### src/ecp_cfg.svh
// Constants for the MAC control port: addresses, field positions, timing.
// Assumes byte addressing on the host bus; included by ecp_stat_mem, ecp_mac_ctrl and the bench.
`ifndef ECP_CFG_SVH
`define ECP_CFG_SVH

// Host address decode (byte address bits 19:9 select the MAC window)
`define ECP_BASE_HI      11'h390
`define ECP_ADDR_W       20
// Register offsets from the MAC base
`define ECP_OFF_CTRL     9'h000
`define ECP_OFF_CONFIG   9'h004
`define ECP_OFF_STATUS   9'h008
`define ECP_OFF_TXSTAT   9'h014
`define ECP_OFF_IRQSTAT  9'h024
`define ECP_OFF_IRQSET   9'h028
`define ECP_OFF_IRQCLR   9'h02c
`define ECP_OFF_IRQMASK  9'h030
`define ECP_OFF_PHYMGMT  9'h034
`define ECP_OFF_RXPAUSE  9'h038
`define ECP_OFF_SA_LOW   9'h098
`define ECP_OFF_SA_HIGH  9'h09c
`define ECP_OFF_TXQUANT  9'h0bc
`define ECP_OFF_LINKST   9'h0c0
// Statistics counters window: offsets 0x100..0x11c
`define ECP_STAT_HIT     4'h8
`define ECP_STAT_N       8
// Network control field positions
`define ECP_CB_ZPAUSE    12
`define ECP_CB_PAUSE     11
`define ECP_CB_BP        8
`define ECP_CB_STWE      7
`define ECP_CB_STINC     6
`define ECP_CB_STCLR     5
`define ECP_CB_MPE       4
`define ECP_CB_TXEN      3
`define ECP_CB_RXEN      2
// Status field positions
`define ECP_SB_MDIO      1
`define ECP_SB_IDLE      2
// Reset value of the configuration register (MDC divider field = 2)
`define ECP_CONFIG_RST   32'h0000_0800
// MDC timing: half period of at least 200 ns on an 8 ns clock
`define ECP_MDC_HALF_NS  200
`define ECP_CLK_NS       8
`define ECP_MGMT_BITS    6'h20

`endif

### src/ecp_pkg.sv
// Types shared by the MAC control port modules.
// Assumes ecp_cfg.svh holds the numeric constants.
package ecp_pkg;
	// PHY management shifter states
	typedef enum logic {
		ECP_MG_IDLE,
		ECP_MG_SHIFT
	} ecp_mgmt_state_t;
endpackage

### src/ecp_stat_mem.sv
// Statistics counter bank with registered read port.
// Assumes the caller gates host writes with the counter write enable.
`timescale 1ns/1ns
`default_nettype none
`include "ecp_cfg.svh"

module ecp_stat_mem
	import ecp_pkg::*;
(
	// Clock and reset
	input  wire logic                    sys_clk,
	input  wire logic                    reset_n,
	// Test commands
	input  wire logic                    clear_all,
	input  wire logic                    inc_all,
	// Host write and read
	input  wire logic                    wr_en,
	input  wire logic [2:0]              wr_idx,
	input  wire logic [31:0]             wr_data,
	input  wire logic [2:0]              rd_idx,
	output logic      [31:0]             rd_data,
	// MAC count events, one per counter
	input  wire logic [`ECP_STAT_N-1:0]  evt
);
	logic [31:0] cnt_reg [`ECP_STAT_N];

	// Clear beats a host write, which beats counting
	genvar gi;
	generate
		for (gi = 0; gi < `ECP_STAT_N; gi++) begin : g_cnt
			always_ff @(posedge sys_clk or negedge reset_n) begin
				if (!reset_n)
					cnt_reg[gi] <= 32'h0;
				else if (clear_all)
					cnt_reg[gi] <= 32'h0;
				else if (wr_en && wr_idx == 3'(gi))
					cnt_reg[gi] <= wr_data;
				else if (inc_all || evt[gi])
					cnt_reg[gi] <= cnt_reg[gi] + 32'h1;
			end
		end
	endgenerate

	// Read data from a register so the port has one fixed latency
	always_ff @(posedge sys_clk or negedge reset_n) begin
		if (!reset_n)
			rd_data <= 32'h0;
		else
			rd_data <= cnt_reg[rd_idx];
	end
endmodule // ecp_stat_mem
`default_nettype wire

### src/ecp_mac_ctrl.sv
// Register front end of a 10/100 MAC: host bus, control, PHY management.
// Assumes a synchronous host bus with one-cycle rd/wr strobes on sys_clk.
// Function
// - Decode MAC registers at base plus offsets
// - 16-bit read high address latches, returns low
// - 16-bit read low address returns latched high
// - 16-bit write high address only latches low
// - 16-bit write low address commits all 32
// - Zero-quantum pause sent at next idle
// - Pause with programmed quantum at next idle
// - Back pressure forces collisions in half duplex
// - Counter write enable permits counter writes
// - Increment command bumps every counter once
// - Clear command zeroes all counters
// - Management disabled: MDIO released, MDC low
// - Control bits 31:13 read zero, ignored
// - Station address split low/high registers
// - Tx enable clear halts, flushes, rewinds
// - Rx enable gates frame reception
`timescale 1ns/1ns
`default_nettype none
`include "ecp_cfg.svh"

module ecp_mac_ctrl
	import ecp_pkg::*;
(
	// Clock and reset
	input  wire logic                   sys_clk,
	input  wire logic                   reset_n,
	// Host bus
	input  wire logic [`ECP_ADDR_W-1:0] host_addr,
	input  wire logic [31:0]            host_wdata,
	input  wire logic                   host_wr,
	input  wire logic                   host_rd,
	input  wire logic                   bus_16bit,
	output logic      [31:0]            host_rdata,
	output logic                        host_ack,
	// MAC datapath status
	input  wire logic                   tx_idle,
	input  wire logic                   half_duplex,
	input  wire logic                   rx_frame_active,
	input  wire logic [`ECP_STAT_N-1:0] stat_event,
	input  wire logic [31:0]            mac_irq_src,
	input  wire logic [31:0]            tx_status_in,
	input  wire logic [15:0]            rx_pause_time_in,
	input  wire logic [31:0]            link_status_in,
	// MAC datapath control
	output logic                        tx_enable,
	output logic                        rx_enable,
	output logic                        tx_flush,
	output logic                        pause_send,
	output logic      [15:0]            pause_quantum,
	output logic                        force_collision,
	output logic      [47:0]            station_addr,
	output logic      [31:0]            net_config,
	// PHY management pins
	output logic                        mdc,
	output logic                        mdio_out,
	output logic                        mdio_oe,
	input  wire logic                   mdio_in
);
	localparam int MDC_HALF =
		(`ECP_MDC_HALF_NS + `ECP_CLK_NS - 1) / `ECP_CLK_NS;

	// Word offset match, used by the register write decoders below
	function automatic logic is_off(input logic [8:0] off,
		input logic [8:0] target);
		return off == target;
	endfunction

	logic [8:0]  off;
	logic        in_mac;
	logic        wr_go;
	logic [31:0] wd;
	logic [15:0] wlatch_reg;
	logic [31:0] rlatch_reg;
	logic        bp_reg;
	logic        stwe_reg;
	logic        mpe_reg;
	logic [31:0] irq_mask_reg;
	logic [31:0] sa_low_reg;
	logic [15:0] sa_high_reg;
	logic [15:0] txq_reg;
	logic        zpend_reg;
	logic        ppend_reg;
	logic        trig_zero;
	logic        trig_pause;
	logic        serve;
	logic        stat_wr;
	logic [31:0] stat_rdata;
	logic        rd_p1_reg;
	logic [8:0]  rd_off_reg;
	logic        rd_half_reg;
	logic        rd_16_reg;
	logic [31:0] rd_word;
	ecp_mgmt_state_t mg_state_reg;
	logic [31:0] mg_frame_reg;
	logic [5:0]  mg_bits_reg;
	logic [7:0]  mg_div_reg;

	// Address decode within the MAC window
	assign in_mac = host_addr[`ECP_ADDR_W-1:9] == `ECP_BASE_HI;
	assign off    = {host_addr[8:2], 2'b00};

	// A write lands on a full word, or on the low half-word in 16-bit mode
	assign wr_go = host_wr && in_mac && (!bus_16bit || !host_addr[1]);
	assign wd    = bus_16bit ? {host_wdata[15:0], wlatch_reg}
		: host_wdata;

	// Write latch takes the low half and holds it until the next one
	always_ff @(posedge sys_clk or negedge reset_n) begin
		if (!reset_n)
			wlatch_reg <= 16'h0;
		else if (host_wr && in_mac && bus_16bit && host_addr[1])
			wlatch_reg <= host_wdata[15:0];
	end

	// Control bits that software reads back
	always_ff @(posedge sys_clk or negedge reset_n) begin
		if (!reset_n) begin
			bp_reg    <= 1'b0;
			stwe_reg  <= 1'b0;
			mpe_reg   <= 1'b0;
			tx_enable <= 1'b0;
			rx_enable <= 1'b0;
		end else if (wr_go && is_off(off, `ECP_OFF_CTRL)) begin
			bp_reg    <= wd[`ECP_CB_BP];
			stwe_reg  <= wd[`ECP_CB_STWE];
			mpe_reg   <= wd[`ECP_CB_MPE];
			tx_enable <= wd[`ECP_CB_TXEN];
			rx_enable <= wd[`ECP_CB_RXEN];
		end
	end

	// Flush pulse when the transmitter is switched off
	always_ff @(posedge sys_clk or negedge reset_n) begin
		if (!reset_n)
			tx_flush <= 1'b0;
		else
			tx_flush <= wr_go && is_off(off, `ECP_OFF_CTRL)
				&& tx_enable && !wd[`ECP_CB_TXEN];
	end

	// Pause triggers; the zero-quantum request is served first
	assign trig_zero  = wr_go && is_off(off, `ECP_OFF_CTRL)
		&& wd[`ECP_CB_ZPAUSE];
	assign trig_pause = wr_go && is_off(off, `ECP_OFF_CTRL)
		&& wd[`ECP_CB_PAUSE];
	assign serve = tx_idle && tx_enable && !pause_send
		&& (zpend_reg || ppend_reg);

	// A new trigger in the serve cycle stays pending; flush drops them
	always_ff @(posedge sys_clk or negedge reset_n) begin
		if (!reset_n) begin
			zpend_reg <= 1'b0;
			ppend_reg <= 1'b0;
		end else if (tx_flush) begin
			zpend_reg <= trig_zero;
			ppend_reg <= trig_pause;
		end else begin
			zpend_reg <= trig_zero || (zpend_reg && !serve);
			ppend_reg <= trig_pause
				|| (ppend_reg && !(serve && !zpend_reg));
		end
	end

	// Pause request to the transmitter, quantum beside it
	always_ff @(posedge sys_clk or negedge reset_n) begin
		if (!reset_n) begin
			pause_send    <= 1'b0;
			pause_quantum <= 16'h0;
		end else begin
			pause_send <= serve;
			if (serve)
				pause_quantum <= zpend_reg ? 16'h0 : txq_reg;
		end
	end

	// Collision forcing only in half duplex while a frame arrives
	always_ff @(posedge sys_clk or negedge reset_n) begin
		if (!reset_n)
			force_collision <= 1'b0;
		else
			force_collision <= bp_reg && half_duplex
				&& rx_frame_active && rx_enable;
	end

	// Configuration, interrupt enables, address and quantum registers
	always_ff @(posedge sys_clk or negedge reset_n) begin
		if (!reset_n) begin
			net_config   <= `ECP_CONFIG_RST;
			irq_mask_reg <= 32'h0;
			sa_low_reg   <= 32'h0;
			sa_high_reg  <= 16'h0;
			txq_reg      <= 16'h0;
		end else if (wr_go) begin
			if (is_off(off, `ECP_OFF_CONFIG))
				net_config <= wd;
			if (is_off(off, `ECP_OFF_IRQSET))
				irq_mask_reg <= irq_mask_reg | wd;
			if (is_off(off, `ECP_OFF_IRQCLR))
				irq_mask_reg <= irq_mask_reg & ~wd;
			if (is_off(off, `ECP_OFF_SA_LOW))
				sa_low_reg <= wd;
			if (is_off(off, `ECP_OFF_SA_HIGH))
				sa_high_reg <= wd[15:0];
			if (is_off(off, `ECP_OFF_TXQUANT))
				txq_reg <= wd[15:0];
		end
	end

	// Station address drive out follows the registers one cycle later
	always_ff @(posedge sys_clk or negedge reset_n) begin
		if (!reset_n)
			station_addr <= 48'h0;
		else
			station_addr <= {sa_high_reg, sa_low_reg};
	end

	// Counter bank; writes pass only while the test enable is set
	assign stat_wr = wr_go && off[8:5] == `ECP_STAT_HIT && stwe_reg;

	ecp_stat_mem u_stat (
		.sys_clk   (sys_clk),
		.reset_n   (reset_n),
		.clear_all (wr_go && is_off(off, `ECP_OFF_CTRL)
			&& wd[`ECP_CB_STCLR]),
		.inc_all   (wr_go && is_off(off, `ECP_OFF_CTRL)
			&& wd[`ECP_CB_STINC]),
		.wr_en     (stat_wr),
		.wr_idx    (off[4:2]),
		.wr_data   (wd),
		.rd_idx    (off[4:2]),
		.rd_data   (stat_rdata),
		.evt       (stat_event)
	);

	// PHY management shifter; disabling aborts any frame in flight
	always_ff @(posedge sys_clk or negedge reset_n) begin
		if (!reset_n) begin
			mg_state_reg <= ECP_MG_IDLE;
			mg_frame_reg <= 32'h0;
			mg_bits_reg  <= 6'h0;
			mg_div_reg   <= 8'h0;
			mdc          <= 1'b0;
		end else if (!mpe_reg) begin
			mg_state_reg <= ECP_MG_IDLE;
			mdc          <= 1'b0;
			mg_div_reg   <= 8'h0;
		end else begin
			case (mg_state_reg)
			ECP_MG_IDLE: begin
				if (wr_go && is_off(off, `ECP_OFF_PHYMGMT)) begin
					mg_frame_reg <= wd;
					mg_bits_reg  <= `ECP_MGMT_BITS;
					mg_state_reg <= ECP_MG_SHIFT;
				end
			end
			ECP_MG_SHIFT: begin
				if (mg_div_reg == 8'(MDC_HALF - 1)) begin
					mg_div_reg <= 8'h0;
					mdc        <= !mdc;
					// Shift on the falling edge, sampling the PHY bit
					if (mdc) begin
						mg_frame_reg <= {mg_frame_reg[30:0], mdio_in};
						mg_bits_reg  <= mg_bits_reg - 6'h1;
						if (mg_bits_reg == 6'h1)
							mg_state_reg <= ECP_MG_IDLE;
					end
				end else begin
					mg_div_reg <= mg_div_reg + 8'h1;
				end
			end
			default: mg_state_reg <= ECP_MG_IDLE;
			endcase
		end
	end

	// MDIO pin drive; released whenever the port is disabled or idle
	always_ff @(posedge sys_clk or negedge reset_n) begin
		if (!reset_n) begin
			mdio_oe  <= 1'b0;
			mdio_out <= 1'b0;
		end else begin
			mdio_oe  <= mpe_reg && mg_state_reg == ECP_MG_SHIFT;
			mdio_out <= mg_frame_reg[31];
		end
	end

	// Read stage one: remember what was asked; counters read meanwhile
	always_ff @(posedge sys_clk or negedge reset_n) begin
		if (!reset_n) begin
			rd_p1_reg   <= 1'b0;
			rd_off_reg  <= 9'h0;
			rd_half_reg <= 1'b0;
			rd_16_reg   <= 1'b0;
		end else begin
			rd_p1_reg   <= host_rd && in_mac;
			rd_off_reg  <= off;
			rd_half_reg <= host_addr[1];
			rd_16_reg   <= bus_16bit;
		end
	end

	// Read mux; unmapped offsets and write-only bits read as zero
	always_comb begin
		rd_word = 32'h0;
		if (rd_off_reg[8:5] == `ECP_STAT_HIT)
			rd_word = stat_rdata;
		else begin
			case (rd_off_reg)
			`ECP_OFF_CTRL: begin
				rd_word[`ECP_CB_BP]   = bp_reg;
				rd_word[`ECP_CB_STWE] = stwe_reg;
				rd_word[`ECP_CB_MPE]  = mpe_reg;
				rd_word[`ECP_CB_TXEN] = tx_enable;
				rd_word[`ECP_CB_RXEN] = rx_enable;
			end
			`ECP_OFF_CONFIG: rd_word = net_config;
			`ECP_OFF_STATUS: begin
				rd_word[`ECP_SB_MDIO] = mdio_in;
				rd_word[`ECP_SB_IDLE] = mg_state_reg == ECP_MG_IDLE;
			end
			`ECP_OFF_TXSTAT:  rd_word = tx_status_in;
			`ECP_OFF_IRQSTAT: rd_word = mac_irq_src;
			`ECP_OFF_IRQMASK: rd_word = irq_mask_reg;
			`ECP_OFF_PHYMGMT: rd_word = mg_frame_reg;
			`ECP_OFF_RXPAUSE: rd_word = {16'h0, rx_pause_time_in};
			`ECP_OFF_SA_LOW:  rd_word = sa_low_reg;
			`ECP_OFF_SA_HIGH: rd_word = {16'h0, sa_high_reg};
			`ECP_OFF_TXQUANT: rd_word = {16'h0, txq_reg};
			`ECP_OFF_LINKST:  rd_word = link_status_in;
			default:          rd_word = 32'h0;
			endcase
		end
	end

	// Read stage two: answer, with the half-word latch in 16-bit mode
	always_ff @(posedge sys_clk or negedge reset_n) begin
		if (!reset_n) begin
			host_rdata <= 32'h0;
			rlatch_reg <= 32'h0;
		end else if (rd_p1_reg) begin
			if (!rd_16_reg)
				host_rdata <= rd_word;
			else if (rd_half_reg) begin
				rlatch_reg <= rd_word;
				host_rdata <= {16'h0, rd_word[15:0]};
			end else
				host_rdata <= {16'h0, rlatch_reg[31:16]};
		end
	end

	// Ack: writes one cycle after the strobe, reads two cycles after
	always_ff @(posedge sys_clk or negedge reset_n) begin
		if (!reset_n)
			host_ack <= 1'b0;
		else
			host_ack <= rd_p1_reg || (host_wr && in_mac);
	end

	// Checks on the guarded behaviour
	a_mdc_disabled_low: assert property (
		@(posedge sys_clk) disable iff (!reset_n)
		!mpe_reg |=> !mdc && !mdio_oe)
		else $error("MDC or MDIO driven while port disabled");
	a_read_ack_two: assert property (
		@(posedge sys_clk) disable iff (!reset_n)
		host_rd && in_mac |-> ##2 host_ack)
		else $error("Read not acknowledged two cycles later");
	a_flush_on_txoff: assert property (
		@(posedge sys_clk) disable iff (!reset_n)
		wr_go && is_off(off, `ECP_OFF_CTRL) && tx_enable
		&& !wd[`ECP_CB_TXEN] |=> tx_flush && !tx_enable)
		else $error("Transmit disable did not flush");
	a_zero_pause_out: assert property (
		@(posedge sys_clk) disable iff (!reset_n)
		serve && zpend_reg |=> pause_send && pause_quantum == 16'h0)
		else $error("Zero pause not sent with zero quantum");
	a_pause_quantum: assert property (
		@(posedge sys_clk) disable iff (!reset_n)
		serve && !zpend_reg |=> pause_send
		&& pause_quantum == $past(txq_reg))
		else $error("Pause sent with wrong quantum");
	a_collision_force: assert property (
		@(posedge sys_clk) disable iff (!reset_n)
		bp_reg && half_duplex && rx_frame_active && rx_enable
		|=> force_collision)
		else $error("Collision not forced under back pressure");
	a_ctrl_upper_zero: assert property (
		@(posedge sys_clk) disable iff (!reset_n)
		rd_p1_reg && !rd_16_reg && is_off(rd_off_reg, `ECP_OFF_CTRL)
		|=> host_rdata[31:13] == 19'h0)
		else $error("Control upper bits read nonzero");
	a_half_read_pair: assert property (
		@(posedge sys_clk) disable iff (!reset_n)
		rd_p1_reg && rd_16_reg && !rd_half_reg
		|=> host_rdata == {16'h0, $past(rlatch_reg[31:16])})
		else $error("Low half-word read lost latched high bits");
	a_stat_wr_gate: assert property (
		@(posedge sys_clk) disable iff (!reset_n)
		wr_go && off[8:5] == `ECP_STAT_HIT && !stwe_reg
		&& !stat_event[off[4:2]]
		|=> u_stat.cnt_reg[$past(off[4:2])]
		== $past(u_stat.cnt_reg[off[4:2]]))
		else $error("Counter changed by a write without enable");
	a_sa_commit_16: assert property (
		@(posedge sys_clk) disable iff (!reset_n)
		wr_go && bus_16bit && is_off(off, `ECP_OFF_SA_LOW)
		|=> sa_low_reg == {$past(host_wdata[15:0]), $past(wlatch_reg)})
		else $error("16-bit write did not commit both halves");
endmodule // ecp_mac_ctrl
`default_nettype wire

### config.mk
export PLATFORM = sky130hd
export DESIGN_NAME = ecp_mac_ctrl
export DESIGN_NICKNAME = d
export VERILOG_FILES = /design/src/ecp_pkg.sv /design/src/ecp_stat_mem.sv /design/src/ecp_mac_ctrl.sv
export VERILOG_INCLUDE_DIRS = /design/src /design/src/src
export SDC_FILE = /design/constraint.sdc
export NUM_CORES = 2
export LEC_CHECK = 0
export BUFFER_PORTS_ARGS = -buffer_cell sky130_fd_sc_hd__buf_2
export CAP_MARGIN = 20
export CORE_MARGIN = 5
export CORE_UTILIZATION = 35
export DETAILED_ROUTE_END_ITERATION = 6
export PLACE_DENSITY = 0.63
export SYNTH_ARGS = -nofsm -noshare
export SYNTH_HDL_FRONTEND = slang
export SYNTH_SLANG_ARGS = --single-unit
export TNS_END_PERCENT = 50
### constraint.sdc
create_clock -name sys_clk -period 3.1 [get_ports sys_clk]
set_input_delay 0.155 -clock sys_clk [delete_from_list [all_inputs] [get_ports sys_clk]]
set_output_delay 0.155 -clock sys_clk [all_outputs]
set_load 0.02 [all_outputs]
# Word level (Yosys, flattened, before mapping)
# Index checks and enable logic that the tools add are counted.
[totals]
regBits = 631
latch_bits = 0
ram_bits = 0
rom_bits = 0
in_bits = 181
output_inout_bits = 137
elab_cells = 229
n_memories = 0
[classes]
addsub = 10
multipliers = 0
div = 0
order_cmp = 1
eq_ne = 35
shifts = 0
n_mux = 63
bitwise = 5
reduce_logical = 74
[ops]
columns = ["op", "n"]
rows = [
  ["$mux 32", 34],
  ["$add 32x1->32 const B", 8],
  ["$pmux 23 s10", 1],
  ["$bmux 32 s3", 1],
  ["$pmux 32 s2", 1],
  ["$eq 7x4->1 const B", 7],
  ["$eq 7x6->1 const B", 7],
  ["$pmux 2 s11", 2],
  ["$logic_and 1x1->1", 33],
  ["$and 32x32->32", 1],
  ["$mux 16", 2],
  ["$not 32->32", 1],
  ["$or 32x32->32", 1],
  ["$mux 8", 3],
  ["$reduce_bool 3->1", 8],
  ["$pmux 2 s10", 1],
  ["$logic_not 9->1", 2],
  ["$mux 6", 3],
  ["$eq 7x1->1 const B", 2],
  ["$logic_or 1x1->1", 13],
  ["$eq 3x3->1 const B", 4],
  ["$pmux 1 s12", 1],
  ["$pmux 6 s2", 1],
  ["$reduce_and 2->1", 6],
  ["24 further kinds", 45],
]

# Logic depth before layout (Yosys ltp)
[depth]
word_depth = 9
ltp_mapped = 10
ltp_nobuf = 8

# By module
# From an unflattened synthesis, not the netlist that was laid out.
[hier_totals]
cells_unflattened = 3351
hier_area_um2 = 33002.9
[modules_own_cells]
columns = ["mod", "instances", "cells_each", "area_per_inst_um2"]
rows = [
  ["ecp_stat_mem", 1, 1908, 17967.2],
  ["ecp_mac_ctrl", 1, 1443, 15035.7],
]

# Least setup slack after synthesis
# Ideal clock, no wire load.
[synth_timing]
path_kind = "reg2reg"
from = "register u_stat.cnt_reg[0] in the netlist's numbering"
to = "register u_stat.cnt_reg[26] in the netlist's numbering"
arrival_time_ns = 2.222
t_required_ns = 2.969
slack_ns = 0.747
stages_incl_launch_ff = 8
n_path_buf = 0
synth_period_minus_slack_ns = 2.353
path_cell_list = "dfrtp_1 ha_1 nand3_1 or3_1 nor4_1 a31oi_1 o21ai_0 o21ai_1"
[synth_via]
elab_chain_cells = 4
[synth_rtl]
columns = ["item", "line_no", "text"]
rows = [
  ["from (decl)", "ecp_stat_mem.sv:25", "logic [31:0] cnt_reg [`ECP_STAT_N];"],
  ["from (signal, indexed assignment)", "ecp_stat_mem.sv:37", "cnt_reg[gi] <= wr_data;"],
  ["from (signal, indexed assignment)", "ecp_stat_mem.sv:39", "cnt_reg[gi] <= cnt_reg[gi] + 32'h1;"],
  ["$add 32x1->32", "ecp_stat_mem.sv:39", ""],
  ["$mux 32", "ecp_stat_mem.sv:38", "else if (inc_all || evt[gi])"],
  ["$mux 32", "ecp_stat_mem.sv:36", "else if (wr_en && wr_idx == 3'(gi))"],
  ["$mux 32", "ecp_stat_mem.sv:34", "else if (clear_all)"],
]
# No other way between the ends. The select of a mux whose other input is x is not followed.
# A chain may end at the register's enable or synchronous reset.

# Worst setup path after layout
[layout_timing]
from = "register rd_off_reg[6]"
to = "register host_rdata[27]"
[layout_via]
elab_chain_cells = 4
word_cells_on_any_way = 14
cone_classes = "eq/ne (11); mux (3)"
[layout_rtl]
columns = ["item", "line_no", "text"]
rows = [
  ["from (decl)", "ecp_mac_ctrl.sv:92", "logic [8:0] rd_off_reg;"],
  ["from (signal assigned)", "ecp_mac_ctrl.sv:294", "rd_off_reg <= 9'h0;"],
  ["from (signal assigned)", "ecp_mac_ctrl.sv:299", "rd_off_reg <= off;"],
  ["$eq 7x6->1 (tied with other cells)", "ecp_mac_ctrl.sv:311", "case (rd_off_reg)"],
  ["$pmux 23 s10", "ecp_mac_ctrl.sv:311", ""],
  ["$mux 32 (*)", "ecp_mac_ctrl.sv:308", "if (rd_off_reg[8:5] == `ECP_STAT_HIT)"],
  ["$mux 32 (*)", "ecp_mac_ctrl.sv:344", "if (!rd_16_reg)"],
  ["to (signal assigned)", "ecp_mac_ctrl.sv:345", "host_rdata <= rd_word;"],
  ["to (signal assigned)", "ecp_mac_ctrl.sv:348", "host_rdata <= {16'h0, rd_word[15:0]};"],
  ["to (signal assigned)", "ecp_mac_ctrl.sv:350", "host_rdata <= {16'h0, rlatch_reg[31:16]};"],
  ["to (decl)", "ecp_mac_ctrl.sv:36", "output logic [31:0] host_rdata,"],
]
# Mark *: on every way between the ends. The rest lies on a longest branch, timed or not.

==> run_summary.xml <==
<?xml version="1.0" encoding="UTF-8"?>
<metrics>
  <group name="setup_path">
    <metric name="worstPathMaxFanout" unit="">27</metric>
    <metric name="data_arrival_at_the_endpoint_of_the_critical_path" unit="ps">3540</metric>
    <metric name="required_worst_endpoint" unit="ps">3660</metric>
    <metric name="worst_r2r_startpoint" unit="">rd_off_reg[6]</metric>
    <metric name="setup.worst_path.start" unit="">rd_off_reg[6]</metric>
    <metric name="worst-setup-path-type" unit="">register to register</metric>
    <metric name="setup.worst_path.start_class" unit="">register</metric>
    <metric name="crit_path_end_kind" unit="">register</metric>
  </group>
  <group name="logic_synthesis">
    <metric name="yosys_reg_bits" unit="">615</metric>
    <metric name="synthesis.yosys.warnings" unit="">0</metric>
    <metric name="ys.flop_type" unit="">sky130_fd_sc_hd__dfrtp_1</metric>
    <metric name="synth_top_area_share" unit="">0.445</metric>
    <metric name="yosys.area.top_type" unit="">sky130_fd_sc_hd__dfrtp_1</metric>
    <metric name="synth-async-reset-ratio" unit="">1.00</metric>
    <metric name="post_synth_and_or_nand_nor_area_fraction" unit="">0.185</metric>
    <metric name="synth_most_common_cell" unit="">sky130_fd_sc_hd__dfrtp_1</metric>
    <metric name="netlist_area" unit="um2">34600</metric>
    <metric name="synth_area_in_compound_gates" unit="">0.237</metric>
    <metric name="synth_fp_nets" unit="">3983</metric>
    <metric name="synth_xor_xnor_area_share" unit="">0.00253</metric>
    <metric name="synthesis.area_per_instance" unit="um2">9.12</metric>
    <metric name="synthDistinctLibCells" unit="">89</metric>
    <metric name="synth_commonest_cells" unit="">sky130_fd_sc_hd__dfrtp_1, sky130_fd_sc_hd__o21ai_0, sky130_fd_sc_hd__nand2_1</metric>
    <metric name="synth_cells" unit="">3790</metric>
    <metric name="synth_top_cells_by_area" unit="">sky130_fd_sc_hd__dfrtp_1, sky130_fd_sc_hd__o21ai_0, sky130_fd_sc_hd__mux4_2</metric>
    <metric name="synth.mux.area_fraction" unit="">0.0848</metric>
    <metric name="combinational_family_with_the_most_area_after_synthesis" unit="">compound AO/OA/AOI/OAI gates</metric>
    <metric name="seq_area_frac_synth" unit="">0.445</metric>
    <metric name="synth_area_in_adders" unit="">0.00435</metric>
    <metric name="synth_edf_count" unit="">0</metric>
  </group>
  <group name="global_routing">
    <metric name="pin_count_of_the_biggest_net_entering_global_routing" unit="">98</metric>
    <metric name="grt-ovfl-total" unit="">0</metric>
    <metric name="groute.usage.overall" unit="">0.277</metric>
    <metric name="grt_pass1_vias" unit="">32800</metric>
    <metric name="grt_antenna_before_repair" unit="">8</metric>
    <metric name="wire_length_of_the_first_global_routing_pass" unit="um">219000</metric>
  </group>
  <group name="timing">
    <metric name="layout_worst_path_cycle_share" unit="">0.963</metric>
    <metric name="max_clock_freq" unit="MHz">335</metric>
    <metric name="final.setup.tns" unit="ps">0</metric>
    <metric name="final.min_clock_period" unit="ps">2980</metric>
    <metric name="hold_viol" unit="">0</metric>
    <metric name="rsz_0062_raised_after_global_routing" unit="">no</metric>
    <metric name="tightest_slew" unit="ps">979</metric>
    <metric name="fin_skew" unit="ps">29.7</metric>
    <metric name="slew_headroom" unit="">0.345</metric>
    <metric name="drv_slew" unit="">0</metric>
    <metric name="finalSetupViolations" unit="">0</metric>
  </group>
  <group name="pwr">
    <metric name="max-vdd-ir-drop" unit="uV">430</metric>
    <metric name="finalPower" unit="mW">21.0</metric>
    <metric name="leakage" unit="nW">17.1</metric>
    <metric name="power.density" unit="nW/um2">502</metric>
  </group>
  <group name="clocking">
    <metric name="post-cts-setup-buffers" unit="">0</metric>
    <metric name="cts.reportedPaths.clkPinSlew" unit="ps">60</metric>
    <metric name="ctsLongestPathBuffers" unit="">3</metric>
    <metric name="cts_max_level" unit="">3</metric>
    <metric name="clock_sinks" unit="">615</metric>
    <metric name="clock-root-buffer" unit="">sky130_fd_sc_hd__clkbuf_16</metric>
    <metric name="numCtsBuffers" unit="">72</metric>
    <metric name="clk_latency" unit="ps">650</metric>
    <metric name="cts_tree" unit="">yes</metric>
  </group>
  <group name="drt">
    <metric name="detailroute.via_count" unit="">35000</metric>
    <metric name="detail_route.wirelength" unit="um">152000</metric>
    <metric name="routed_wire_length_per_instance" unit="um">27.6</metric>
    <metric name="route.antenna.remaining_nets" unit="">0</metric>
    <metric name="dr.pass1.iters" unit="">7</metric>
    <metric name="via_per_inst" unit="">6.34</metric>
    <metric name="post-route-drc-count" unit="">17</metric>
    <metric name="drtIter0Drc" unit="">4679</metric>
  </group>
  <group name="placed_design">
    <metric name="finalWeightedCongestion" unit="">0.967</metric>
    <metric name="port_buffers" unit="">316</metric>
    <metric name="placed_cell_area" unit="um2">38500</metric>
    <metric name="detailed_place_hpwl" unit="um">113000</metric>
  </group>
  <group name="floorplanning">
    <metric name="placementRows" unit="">115</metric>
    <metric name="fp.dieArea" unit="um2">105000</metric>
    <metric name="boundaryPins" unit="">318</metric>
    <metric name="floorplan.initialDensity" unit="">0.352</metric>
    <metric name="die_width" unit="um">324</metric>
    <metric name="y_dimension_of_the_die" unit="um">324</metric>
    <metric name="core" unit="um2">98100</metric>
  </group>
  <group name="finish">
    <metric name="number_of_nets_in_the_layout" unit="">4355</metric>
    <metric name="fraction_of_final_layout_cells_sized_beyond_drive_strength_1" unit="">0.199</metric>
    <metric name="largest_register_ff_count" unit="">256</metric>
    <metric name="layout-area-overhead-vs-synth" unit="%">21.1</metric>
    <metric name="design_area" unit="um2">41800</metric>
  </group>
  <group name="job">
    <metric name="maxCapViolations" unit="">0</metric>
  </group>
  <group name="status">
    <metric name="run_status" unit="">finished with violations</metric>
    <metric name="violated_checks" unit="">DRC</metric>
  </group>
  <group name="worst_hold_path">
    <metric name="hold_path_class" unit="">input pin to register</metric>
    <metric name="worst_hold_startpoint" unit="">link_status_in[19]</metric>
  </group>
</metrics>
## area by class of cell
cell class,count,area [um2]
antenna,5,12.5
clock buffer,106,2090
clock inverter,27,469
fill,9600,56300
inverter,67,251
multi-input combinational,2818,17900
sequential,615,15400
tap,1287,1610
timing repair buffer,588,4130
## cell usage in the layout (no fill, tap or decap), types with 16 or more instances in the layout
master,Yosys,routed
sky130_fd_sc_hd__a41oi_1,19,19
sky130_fd_sc_hd__inv_1,66,66
sky130_fd_sc_hd__or3_1,17,16
sky130_fd_sc_hd__nand3_1,127,126
sky130_fd_sc_hd__buf_2,37,313
sky130_fd_sc_hd__clkbuf_16,0,73
sky130_fd_sc_hd__o211ai_1,50,50
sky130_fd_sc_hd__mux2i_1,61,48
sky130_fd_sc_hd__and4_1,24,24
sky130_fd_sc_hd__nor2b_1,33,33
sky130_fd_sc_hd__and3_1,74,74
sky130_fd_sc_hd__a21oi_1,237,236
sky130_fd_sc_hd__a31oi_1,76,75
sky130_fd_sc_hd__a32oi_1,27,27
sky130_fd_sc_hd__clkbuf_1,228,19
sky130_fd_sc_hd__o22ai_1,54,53
sky130_fd_sc_hd__a22oi_1,43,43
sky130_fd_sc_hd__dlygate4sd3_1,0,75
sky130_fd_sc_hd__a22o_1,21,21
sky130_fd_sc_hd__nand3b_1,20,20
sky130_fd_sc_hd__a221oi_1,33,33
sky130_fd_sc_hd__nor3_1,104,101
sky130_fd_sc_hd__mux4_2,65,65
sky130_fd_sc_hd__nor2_1,250,246
sky130_fd_sc_hd__nor4b_1,21,21
sky130_fd_sc_hd__mux2_2,76,76
sky130_fd_sc_hd__nor4_1,47,47
sky130_fd_sc_hd__o31ai_1,28,28
sky130_fd_sc_hd__nand2_1,372,370
sky130_fd_sc_hd__dfrtp_1,614,611
sky130_fd_sc_hd__and2_1,21,20
sky130_fd_sc_hd__o21ai_1,126,126
sky130_fd_sc_hd__a222oi_1,19,19
sky130_fd_sc_hd__buf_4,3,175
sky130_fd_sc_hd__buf_12,0,24
sky130_fd_sc_hd__nand4_1,68,68
sky130_fd_sc_hd__o21ai_0,465,465
## report_power, final
group          switching (mW)  total [mW]  internal (mW)
clock network            3.78        9.28           5.50
registers               0.752        9.22           8.47
logic                    1.54        2.52          0.981
## final timing paths
| path | end | slack, ps | cells past startpoint |
|---|---|---|---|
| worst max-delay path | host_rdata[27] | 120 | 8 |
| worst min-delay path | rlatch_reg[19] | 40 | 4 |
| worst max register to register | host_rdata[27] | 120 | 8 |
| worst min register to register | station_addr[31] | 390 | 0 |
| max in group asynchronous | station_addr[28] | 1940 | 3 |
| min in group asynchronous | force_collision | 60 | 2 |
## metal layers
metal  up-vias  wire [um]  track usage
met5         -         25            0
met4         4       7760        0.125
met3       366      17200       0.0689
met2      2192      66600        0.423
met1     17300      60500        0.375
li1      15100          -            -
## metrics by stage
stage	cells	hold WS [ps]	worst slack, ps	util
global route	5508	30.9	17.5	0.426
detailed placement	5300	186	343	0.392
finish	5513	39.7	116	0.426
floorplan	3790	-141	747	-
global placement	5300	173	342	0.392
CTS	5508	3.18	94.9	0.426
## logic make-up after synthesis
kind of cell / Yosys count
AO/OA/AOI/OAI: 1334
AND/OR/NAND/NOR: 1260
flip-flops: 615
buffers and inverters: 357
multiplexers: 202
adder cells (fa/ha/maj): 12
XOR/XNOR: 10
## repair_timing
action                                  CTS  global route
gates resized for setup                   0             1
hold buffers                             75             0
hold endpoints to repair                160             0
endpoints found under the setup margin    0             1
## critical path, cell delays in order (launching register included)
cell and delay (ps):
sky130_fd_sc_hd__dfrtp_1 420, sky130_fd_sc_hd__nor3_1 320, sky130_fd_sc_hd__nand2_1 420, sky130_fd_sc_hd__nor3_2 210
sky130_fd_sc_hd__buf_4 390, sky130_fd_sc_hd__nand2_1 100, sky130_fd_sc_hd__and3_1 250, sky130_fd_sc_hd__dlygate4sd3_1 620
sky130_fd_sc_hd__o22ai_1 110
(Power assumes the default switching activity.)
